## src/hdl/flag_ram_pkg.sv

```systemverilog
// shared types and timing constants for the dual-port memory host controller
package flag_ram_pkg;

    localparam int ADDR_W = 12;
    localparam int DATA_W = 8;
    localparam int FLAG_IDX_W = 3;
    localparam int CNT_W = 8;

    localparam logic [FLAG_IDX_W-1:0] FLAG_FIRST = 3'h0;
    localparam logic [FLAG_IDX_W-1:0] FLAG_LAST = 3'h7;
    localparam logic FLAG_FREE = 1'b1;
    localparam logic FLAG_TAKE = 1'b0;
    localparam logic [ADDR_W-FLAG_IDX_W-1:0] FLAG_ADDR_PAD = 9'h000;
    localparam logic [DATA_W-2:0] FLAG_DATA_PAD = 7'h00;
    localparam logic [CNT_W-1:0] POLL_MAX = 8'hff;
    localparam logic [CNT_W-1:0] CNT_ONE = 8'h01;
    localparam logic [CNT_W-1:0] CNT_ZERO = 8'h00;

    // clock period and device times in ns (slowest speed grade)
    localparam int CLK_NS = 4;
    localparam int READ_ACCESS_NS = 55;
    localparam int WRITE_PULSE_NS = 50;
    localparam int ADDR_HOLD_NS = 2;
    localparam int OUT_FLOAT_NS = 25;
    localparam int FLAG_UPDATE_GAP_NS = 15;
    localparam int DESELECT_NS =
        (FLAG_UPDATE_GAP_NS > OUT_FLOAT_NS) ? FLAG_UPDATE_GAP_NS : OUT_FLOAT_NS;

    // least times round up, never below one cycle
    function automatic logic [CNT_W-1:0] ns_to_cyc(input int ns);
        int c;
        c = (ns + CLK_NS - 1) / CLK_NS;
        if (c < 1) begin
            c = 1;
        end
        return c[CNT_W-1:0];
    endfunction

    localparam logic [CNT_W-1:0] READ_CYC = ns_to_cyc(READ_ACCESS_NS);
    localparam logic [CNT_W-1:0] WRITE_CYC = ns_to_cyc(WRITE_PULSE_NS);
    localparam logic [CNT_W-1:0] HOLD_CYC = ns_to_cyc(ADDR_HOLD_NS);
    localparam logic [CNT_W-1:0] GAP_CYC = ns_to_cyc(DESELECT_NS);

    typedef enum logic [2:0] {
        OP_MEM_RD = 3'h0,
        OP_MEM_WR = 3'h1,
        OP_FLAG_RD = 3'h2,
        OP_FLAG_CLAIM = 3'h3,
        OP_FLAG_RELEASE = 3'h4
    } op_t;

    typedef struct packed {
        op_t op;
        logic [ADDR_W-1:0] addr;
        logic [DATA_W-1:0] data;
    } cmd_t;

    typedef struct packed {
        logic [DATA_W-1:0] data;
        logic granted;
    } resp_t;

    typedef struct packed {
        logic ce_n;
        logic flag_latch_select_n;
        logic oe_n;
        logic rw_n;
        logic [ADDR_W-1:0] addr;
    } port_pins_t;

    function automatic logic is_flag_op(input op_t op);
        return (op == OP_FLAG_RD) || (op == OP_FLAG_CLAIM) || (op == OP_FLAG_RELEASE);
    endfunction

    function automatic logic is_read_op(input op_t op);
        return (op == OP_MEM_RD) || (op == OP_FLAG_RD);
    endfunction

endpackage

```

## src/hdl/flag_ram_host.sv

```systemverilog
// host controller for one port of a dual-port memory with hardware flag latches
`timescale 1ns/10ps
`default_nettype none
// Function
// write spans select low and strobe low
// strobe high whenever address lines change
// device floats data while writing
// no simultaneous same-location access across ports
// other port's write flows through after delay
// memory read drives enable and select low
// flag select low keeps memory select high
// three low address bits pick the flag
// enable and strobe work alike for flags
// flag write uses data bit zero only
// writing zero to free flag grants it
// owner writing one frees the flag
// pending request gains flag on release
// flag read drives value on all lines
// flag read value held in register
// simultaneous requests grant exactly one port
// deselect for update gap before read-back
// claim by write zero, read back, poll
// write one to all flags at start
// flag modelled as requests plus owner
module flag_ram_host (
    // clock and reset
    input wire logic clk_in,
    input wire logic nrst_in,
    // command port
    input wire logic cmd_valid_in,
    input wire flag_ram_pkg::cmd_t cmd_in,
    output logic cmd_ready_out,
    // response port
    output logic resp_valid_out,
    output flag_ram_pkg::resp_t resp_out,
    output logic init_busy_out,
    // device pins
    output flag_ram_pkg::port_pins_t pins_out,
    input wire logic [flag_ram_pkg::DATA_W-1:0] port_data_in,
    output logic [flag_ram_pkg::DATA_W-1:0] port_data_out,
    output logic port_data_oe_out
);
    import flag_ram_pkg::*;

    typedef enum logic [2:0] {
        ST_IDLE = 3'b000,
        ST_SETUP = 3'b001,
        ST_WRITE = 3'b011,
        ST_HOLD = 3'b010,
        ST_GAP = 3'b110,
        ST_READ = 3'b111,
        ST_RESP = 3'b101
    } state_t;

    state_t state;
    state_t next_state;
    op_t op;
    op_t take_op;
    logic [ADDR_W-1:0] take_addr;
    logic [DATA_W-1:0] wdata;
    logic [DATA_W-1:0] rdata;
    logic [FLAG_IDX_W-1:0] init_idx;
    logic [CNT_W-1:0] polls;
    logic [CNT_W-1:0] timer_count;
    logic init_pending;
    logic next_init;
    logic in_init;
    logic phase_read;
    logic go_read;
    logic again;
    logic take;
    logic timer_done;
    logic in_gap;

    phase_timer timer (
        .clk_in(clk_in),
        .nrst_in(nrst_in),
        .start_in(next_state != state),
        .count_in(timer_count),
        .done_out(timer_done)
    );

    // one access at a time; software keeps both ports off one shared word
    assign take = (state == ST_IDLE) && (init_pending || (cmd_valid_in && cmd_ready_out));
    assign take_op = init_pending ? OP_FLAG_RELEASE : cmd_in.op;
    assign take_addr = init_pending ? {FLAG_ADDR_PAD, init_idx} : cmd_in.addr;
    // keep polling while the flag reads back as held by the other port
    assign again = (op == OP_FLAG_CLAIM) && port_data_in[0] && (polls != CNT_ZERO);
    assign next_init = init_pending &&
        !((state == ST_HOLD) && timer_done && in_init && (init_idx == FLAG_LAST));
    assign in_gap = (state == ST_GAP);

    always_comb begin
        next_state = state;
        unique case (state)
            ST_IDLE: begin
                if (take) begin
                    next_state = ST_SETUP;
                end
            end
            ST_SETUP: begin
                next_state = phase_read ? ST_READ : ST_WRITE;
            end
            ST_WRITE: begin
                if (timer_done) begin
                    next_state = ST_HOLD;
                end
            end
            ST_HOLD: begin
                if (timer_done) begin
                    if (op == OP_FLAG_CLAIM) begin
                        next_state = ST_GAP;
                    end else if (in_init) begin
                        next_state = ST_IDLE;
                    end else begin
                        next_state = ST_RESP;
                    end
                end
            end
            ST_READ: begin
                if (timer_done) begin
                    next_state = ST_GAP;
                end
            end
            ST_GAP: begin
                if (timer_done) begin
                    next_state = go_read ? ST_SETUP : ST_RESP;
                end
            end
            ST_RESP: begin
                next_state = ST_IDLE;
            end
            default: begin
                next_state = ST_IDLE;
            end
        endcase
    end

    always_comb begin
        unique case (next_state)
            ST_WRITE: timer_count = WRITE_CYC;
            ST_HOLD: timer_count = HOLD_CYC;
            ST_READ: timer_count = READ_CYC;
            ST_GAP: timer_count = GAP_CYC;
            default: timer_count = CNT_ZERO;
        endcase
    end

    always_ff @(posedge clk_in) begin
        if (!nrst_in) begin
            state <= ST_IDLE;
        end else begin
            state <= next_state;
        end
    end

    // power-up sweep frees every flag from this side
    always_ff @(posedge clk_in) begin
        if (!nrst_in) begin
            init_pending <= 1'b1;
            init_idx <= FLAG_FIRST;
        end else if ((state == ST_HOLD) && timer_done && in_init) begin
            init_pending <= next_init;
            init_idx <= init_idx + 3'h1;
        end
    end

    always_ff @(posedge clk_in) begin
        if (!nrst_in) begin
            op <= OP_MEM_RD;
            wdata <= '0;
            in_init <= 1'b0;
            phase_read <= 1'b0;
            go_read <= 1'b0;
            polls <= CNT_ZERO;
            rdata <= '0;
        end else if (take) begin
            op <= take_op;
            wdata <= cmd_in.data;
            in_init <= init_pending;
            phase_read <= is_read_op(take_op);
            go_read <= 1'b0;
            polls <= POLL_MAX;
        end else if ((state == ST_HOLD) && timer_done && (op == OP_FLAG_CLAIM)) begin
            phase_read <= 1'b1;
            go_read <= 1'b1;
        end else if ((state == ST_READ) && timer_done) begin
            rdata <= port_data_in;
            go_read <= again;
            if (again) begin
                polls <= polls - CNT_ONE;
            end
        end
    end

    // pin sequencing; address moves only while the strobe is high
    always_ff @(posedge clk_in) begin
        if (!nrst_in) begin
            pins_out <= '{ce_n: 1'b1, flag_latch_select_n: 1'b1, oe_n: 1'b1, rw_n: 1'b1,
                addr: '0};
            port_data_out <= '0;
            port_data_oe_out <= 1'b0;
        end else begin
            if (take) begin
                pins_out.addr <= is_flag_op(take_op) ?
                    {FLAG_ADDR_PAD, take_addr[FLAG_IDX_W-1:0]} : take_addr;
            end
            if (state == ST_SETUP) begin
                pins_out.ce_n <= is_flag_op(op);
                pins_out.flag_latch_select_n <= !is_flag_op(op);
                if (phase_read) begin
                    pins_out.oe_n <= 1'b0;
                end else begin
                    // enable stays high so the device floats its drivers
                    pins_out.rw_n <= 1'b0;
                    port_data_oe_out <= 1'b1;
                    if (is_flag_op(op)) begin
                        port_data_out <= {FLAG_DATA_PAD,
                            (op == OP_FLAG_RELEASE) ? FLAG_FREE : FLAG_TAKE};
                    end else begin
                        port_data_out <= wdata;
                    end
                end
            end
            if ((state == ST_WRITE) && timer_done) begin
                pins_out.rw_n <= 1'b1;
            end
            if (((state == ST_HOLD) || (state == ST_READ)) && timer_done) begin
                pins_out.ce_n <= 1'b1;
                pins_out.flag_latch_select_n <= 1'b1;
                pins_out.oe_n <= 1'b1;
                port_data_oe_out <= 1'b0;
            end
        end
    end

    always_ff @(posedge clk_in) begin
        if (!nrst_in) begin
            resp_valid_out <= 1'b0;
            resp_out <= '0;
            cmd_ready_out <= 1'b0;
            init_busy_out <= 1'b1;
        end else begin
            resp_valid_out <= (next_state == ST_RESP);
            if (next_state == ST_RESP) begin
                resp_out.data <= phase_read ? rdata : '0;
                resp_out.granted <= (op == OP_FLAG_CLAIM) && !rdata[0];
            end
            cmd_ready_out <= (next_state == ST_IDLE) && !next_init;
            init_busy_out <= next_init;
        end
    end

    strobe_addr_a: assert property (@(posedge clk_in) disable iff (!nrst_in)
        $changed(pins_out.addr) |-> pins_out.rw_n && $past(pins_out.rw_n))
        else $error("address moved while write strobe low");
    select_excl_a: assert property (@(posedge clk_in) disable iff (!nrst_in)
        !pins_out.flag_latch_select_n |-> pins_out.ce_n)
        else $error("memory select low during flag access");
    flag_index_a: assert property (@(posedge clk_in) disable iff (!nrst_in)
        !pins_out.flag_latch_select_n |-> (pins_out.addr[ADDR_W-1:FLAG_IDX_W] == FLAG_ADDR_PAD))
        else $error("flag access with upper address bits set");
    flag_data_a: assert property (@(posedge clk_in) disable iff (!nrst_in)
        (!pins_out.flag_latch_select_n && !pins_out.rw_n) |-> (port_data_out[DATA_W-1:1] == '0))
        else $error("flag write drives bits above bit zero");
    write_float_a: assert property (@(posedge clk_in) disable iff (!nrst_in)
        port_data_oe_out |-> pins_out.oe_n)
        else $error("host drives data while output enable low");
    read_enable_a: assert property (@(posedge clk_in) disable iff (!nrst_in)
        $rose(state == ST_READ) |-> (!pins_out.oe_n && !(pins_out.ce_n &&
            pins_out.flag_latch_select_n))[*8])
        else $error("read phase without enable and select low");
    update_gap_a: assert property (@(posedge clk_in) disable iff (!nrst_in)
        $rose(in_gap) |-> (in_gap && pins_out.flag_latch_select_n && pins_out.oe_n)[*4])
        else $error("flag update gap shorter than required");
    write_pulse_a: assert property (@(posedge clk_in) disable iff (!nrst_in)
        $fell(pins_out.rw_n) |-> (!pins_out.rw_n && port_data_oe_out)[*8])
        else $error("write pulse ended early");
    claim_grant_a: assert property (@(posedge clk_in) disable iff (!nrst_in)
        (resp_valid_out && resp_out.granted) |-> ($past(op) == OP_FLAG_CLAIM) && !rdata[0])
        else $error("grant reported without a zero read-back");
    init_free_a: assert property (@(posedge clk_in) disable iff (!nrst_in)
        (in_init && !pins_out.rw_n) |-> (!pins_out.flag_latch_select_n &&
            port_data_out[0] == FLAG_FREE))
        else $error("start-up sweep did not write one to a flag");
endmodule
`default_nettype wire

```

## src/hdl/phase_timer.sv

```systemverilog
// down-counter that marks the last cycle of a timed bus phase
`timescale 1ns/10ps
`default_nettype none
module phase_timer (
    // clock and reset
    input wire logic clk_in,
    input wire logic nrst_in,
    // load
    input wire logic start_in,
    input wire logic [flag_ram_pkg::CNT_W-1:0] count_in,
    // status
    output logic done_out
);
    import flag_ram_pkg::*;

    logic [CNT_W-1:0] cnt;

    always_ff @(posedge clk_in) begin
        if (!nrst_in) begin
            cnt <= CNT_ZERO;
        end else if (start_in) begin
            cnt <= count_in;
        end else if (cnt != CNT_ZERO) begin
            cnt <= cnt - CNT_ONE;
        end
    end

    assign done_out = (cnt == CNT_ONE);
endmodule
`default_nettype wire

```

## config.mk

```make
export PLATFORM = sky130hd
export DESIGN_NAME = flag_ram_host
export DESIGN_NICKNAME = d
export VERILOG_FILES = /design/src/hdl/flag_ram_pkg.sv /design/src/hdl/flag_ram_host.sv /design/src/hdl/phase_timer.sv
export SDC_FILE = /design/constraint.sdc
export NUM_CORES = 1
export LEC_CHECK = 0
export BUFFER_PORTS_ARGS = -buffer_cell sky130_fd_sc_hd__buf_2
export CAP_MARGIN = 0
export CORE_ASPECT_RATIO = 0.6
export CORE_MARGIN = 2
export CORE_UTILIZATION = 54
export DETAILED_ROUTE_END_ITERATION = 10
export PLACE_DENSITY = 0.8
export SETUP_SLACK_MARGIN = 0.05
export SYNTH_ARGS = -nofsm -noshare
export SYNTH_HDL_FRONTEND = slang
export SYNTH_SLANG_ARGS = --single-unit
export TNS_END_PERCENT = 10
```

## constraint.sdc

```tcl
create_clock -name clk_in -period 2.5 [get_ports clk_in]
set_input_delay 0.125 -clock clk_in [delete_from_list [all_inputs] [get_ports clk_in]]
set_output_delay 0.125 -clock clk_in [all_outputs]
set_load 0.02 [all_outputs]
```

==> flow_metrics.env <==
export IMPL_run_status="completed"
export IMPL_die_x_um=108
export IMPL_synthToLayoutAreaGrowth_pct=26.4
export IMPL_tritoncts_num_buffers=9
export IMPL_path_max_fanout=11
export IMPL_p_leak_nw=1.89
export IMPL_drc=0
export IMPL_antenna_found_initial=0
export IMPL_drv_max_cap_violation_count=0
export IMPL_vias_in_the_first_global_route=3060
export IMPL_timing_final_crit_period_ns=2.33
export IMPL_hold_class="in -> reg"
export IMPL_setup_viol_count_final=0
export IMPL_r2r_start="timer.cnt[6]"
export IMPL_timing_slew_headroom=0.382
export IMPL_largest_net_degree_at_the_start_of_global_routing=60
export IMPL_finalClockSkew_ns=0.0122
export IMPL_finalWorstSetupSlack_ns=0.170
export IMPL_async_flop_share=0
export IMPL_routed_wl_mm=9.01
export IMPL_finalSetupTns_ns=0
export IMPL_antenna_violating_nets_post_route=0
export IMPL_post_synth_inst_count=386
export IMPL_die_height_um=66.2
export IMPL_grt_remaining_overflow=0
export IMPL_floorplan_die_area_um2=7120
export IMPL_starting_density=0.564
export IMPL_core_region_area_um2=6170
export IMPL_worstSetupStartpointType="flip-flop"
export IMPL_grt_first_pass_wirelength_mm=14.9
export IMPL_hold_path_startpoint="cmd_in[0]"
export IMPL_cp_data_required_time_ns=2.75
export IMPL_ys_types=58
export IMPL_fmax_mhz=429
export IMPL_layout_filler_cells=486
export IMPL_period_utilization=0.932
export IMPL_antenna_cells_inserted=0
export IMPL_dr_total_vias=3241
export IMPL_routed_via_density=5.72
export IMPL_track_usage=0.270
export IMPL_detailed_route_wire_length_per_cell_um=15.9
export IMPL_cts_sink_count=82
export IMPL_ys_seq_elements=82
export IMPL_power_density_nw_per_um2=864
export IMPL_num_io_pins=71
export IMPL_yosys_warnings=0
export IMPL_ir_worst_vdd_uv=438
export IMPL_mappedNetlistNets=426
export IMPL_ys_dominant_reg_cell="dfxtp_1"
export IMPL_cts_root_buffer_cell="clkbuf_8"
export IMPL_cts_root_to_sink_buffers=2
export IMPL_arrival_ns=2.58
export IMPL_detailedPlace_worstSlack_ns=0.224
export IMPL_source_to_sink_clock_delay_at_the_later_pin_of_the_worst_skew_pair_ns=0.36
export IMPL_cts_htree_levels=3
export IMPL_detailed_place_hpwl_mm=5.93
export IMPL_firstDrtPassIters=5
export IMPL_cp_startpoint="timer.cnt[6]"
export IMPL_worst_slew_pin_slew_ns=0.923
export IMPL_layout_nets=518
export IMPL_number_of_max_slew_violations_in_the_final_report=0
export IMPL_hold_violations=0
export IMPL_sequential_cell_area_um2=1640
export IMPL_endpoint_kind="flip-flop"
export IMPL_layout_core_utilization=0.713
export IMPL_drive_gt1_frac=0.230
export IMPL_fp_row_count=22
export IMPL_clock_tree_from_tritoncts="built"
export IMPL_rsz0062_at_grt="false"
export IMPL_multiInputGateArea_um2=1730
export IMPL_path_clk_slew_ns=0.09
export IMPL_synth_enable_flop_cells=0
export IMPL_io_buffers=70
export IMPL_global_placement_routability_congestion=0.911
export IMPL_mappedNetlistArea_um2=3480
export IMPL_post_cts_buffers=0
export IMPL_synth_sequential_area_ratio=0.472
export IMPL_crit_type="reg -> reg"
export IMPL_synth_avg_cell_area_um2=9.01
export IMPL_drt_iter0_markers=188
-- per-stage QoR --
step	total power, mW	hold WS (ns)	cells	instance area (um2)
floorplan	2.29	0.187	386	3480
global placement	2.53	0.333	531	3930
detailed placement	2.56	0.341	531	3930
CTS	3.80	0.00243	567	4390
global route	4.00	0.0111	567	4400
finish	3.80	0.0141	567	4400
-- report_power, final --
part	internal [mW]	switching [mW]
Clock	0.684	0.522
Sequential	1.43	0.123
Combinational	0.404	0.629
Total	2.52	1.27
-- cells in the mapped netlist (5+ instances only) --
master,instances,share of area
clkbuf_1,19,0.021
o21ai_0,8,0.012
nand2_1,38,0.041
nand3_1,16,0.023
a211oi_1,5,0.011
ha_1,6,0.022
nor2_1,45,0.049
mux2i_1,16,0.046
inv_1,9,0.0097
dfxtp_1,82,0.47
a21oi_1,34,0.049
a22oi_1,11,0.024
a22o_1,9,0.023
nor3_1,7,0.010
a31oi_1,5,0.0090
-- what timing repair did --
action	CTS	global route
endpoints found under the hold margin	20	0
hold buffers	20	0
endpoints found under the setup margin	0	1
resized for setup	0	1
-- registers in the layout, summed over array words and instances, names as in the netlist, 3 cells and up --
register	count
pins_out	16
rdata	8
timer.cnt	8
resp_out	9
op	3
port_data_out	8
wdata	8
init_idx	3
polls	8
state	3
-- critical path, cell delays in order (launching register included) --
cell and delay [ns]:
dfxtp_1 0.36, or4_4 0.64, a2111o_1 0.49, a21boi_1 0.24, and3_1 0.20, a221o_1 0.30
-- cell type report --
class                      count  area share
timing repair buffer         101       0.144
inverter                       9     0.00769
clock inverter                 7      0.0296
tap                           84      0.0239
multi-input combinational    275       0.393
clock buffer                   9      0.0282
sequential                    82       0.373
-- kinds of logic after synthesis --
| group | Yosys count | share of synthesized area |
|---|---|---|
| xor+xnor | 8 | 0.0201 |
| buf+inv | 29 | 0.0335 |
| compound gates | 101 | 0.199 |
| simple gates | 143 | 0.205 |
| fa+ha+maj | 6 | 0.0216 |
| mux | 17 | 0.0493 |
| flops | 82 | 0.472 |
-- path summary, 6_finish.rpt --
check                      end  slack [ns]  depth (start not counted)
hold / removal        wdata[0]        0.01                          3
hold reg to reg   pins_out[13]        0.46                          1
setup reg to reg  timer.cnt[0]        0.17                          5
setup / recovery  timer.cnt[0]        0.17                          5
-- cells in the final DEF, fill, tap and decap left out, types with 4 or more instances in the layout --
| master | n |
|---|---|
| nand2_1 | 38 |
| nand3_1 | 16 |
| a211oi_1 | 5 |
| a22o_1 | 9 |
| nand4_1 | 4 |
| or2_2 | 4 |
| xnor2_1 | 4 |
| buf_4 | 11 |
| a21oi_1 | 34 |
| inv_1 | 9 |
| buf_2 | 70 |
| and2_1 | 4 |
| a22oi_1 | 11 |
| dfxtp_1 | 82 |
| mux2i_1 | 16 |
| o21ai_0 | 8 |
| a31oi_1 | 5 |
| clkbuf_8 | 9 |
| nor3b_1 | 4 |
| dlygate4sd3_1 | 20 |
| xor2_1 | 4 |
| ha_1 | 6 |
| nor2_1 | 45 |
| nor3_1 | 7 |
-- per-layer routing --
metal | wire length (um) | track usage
met5 | 0 | 0
met4 | 101 | 0.0769
met3 | 720 | 0.0640
met2 | 3950 | 0.429
met1 | 4230 | 0.370
Power figures use the tool's default switching activity.
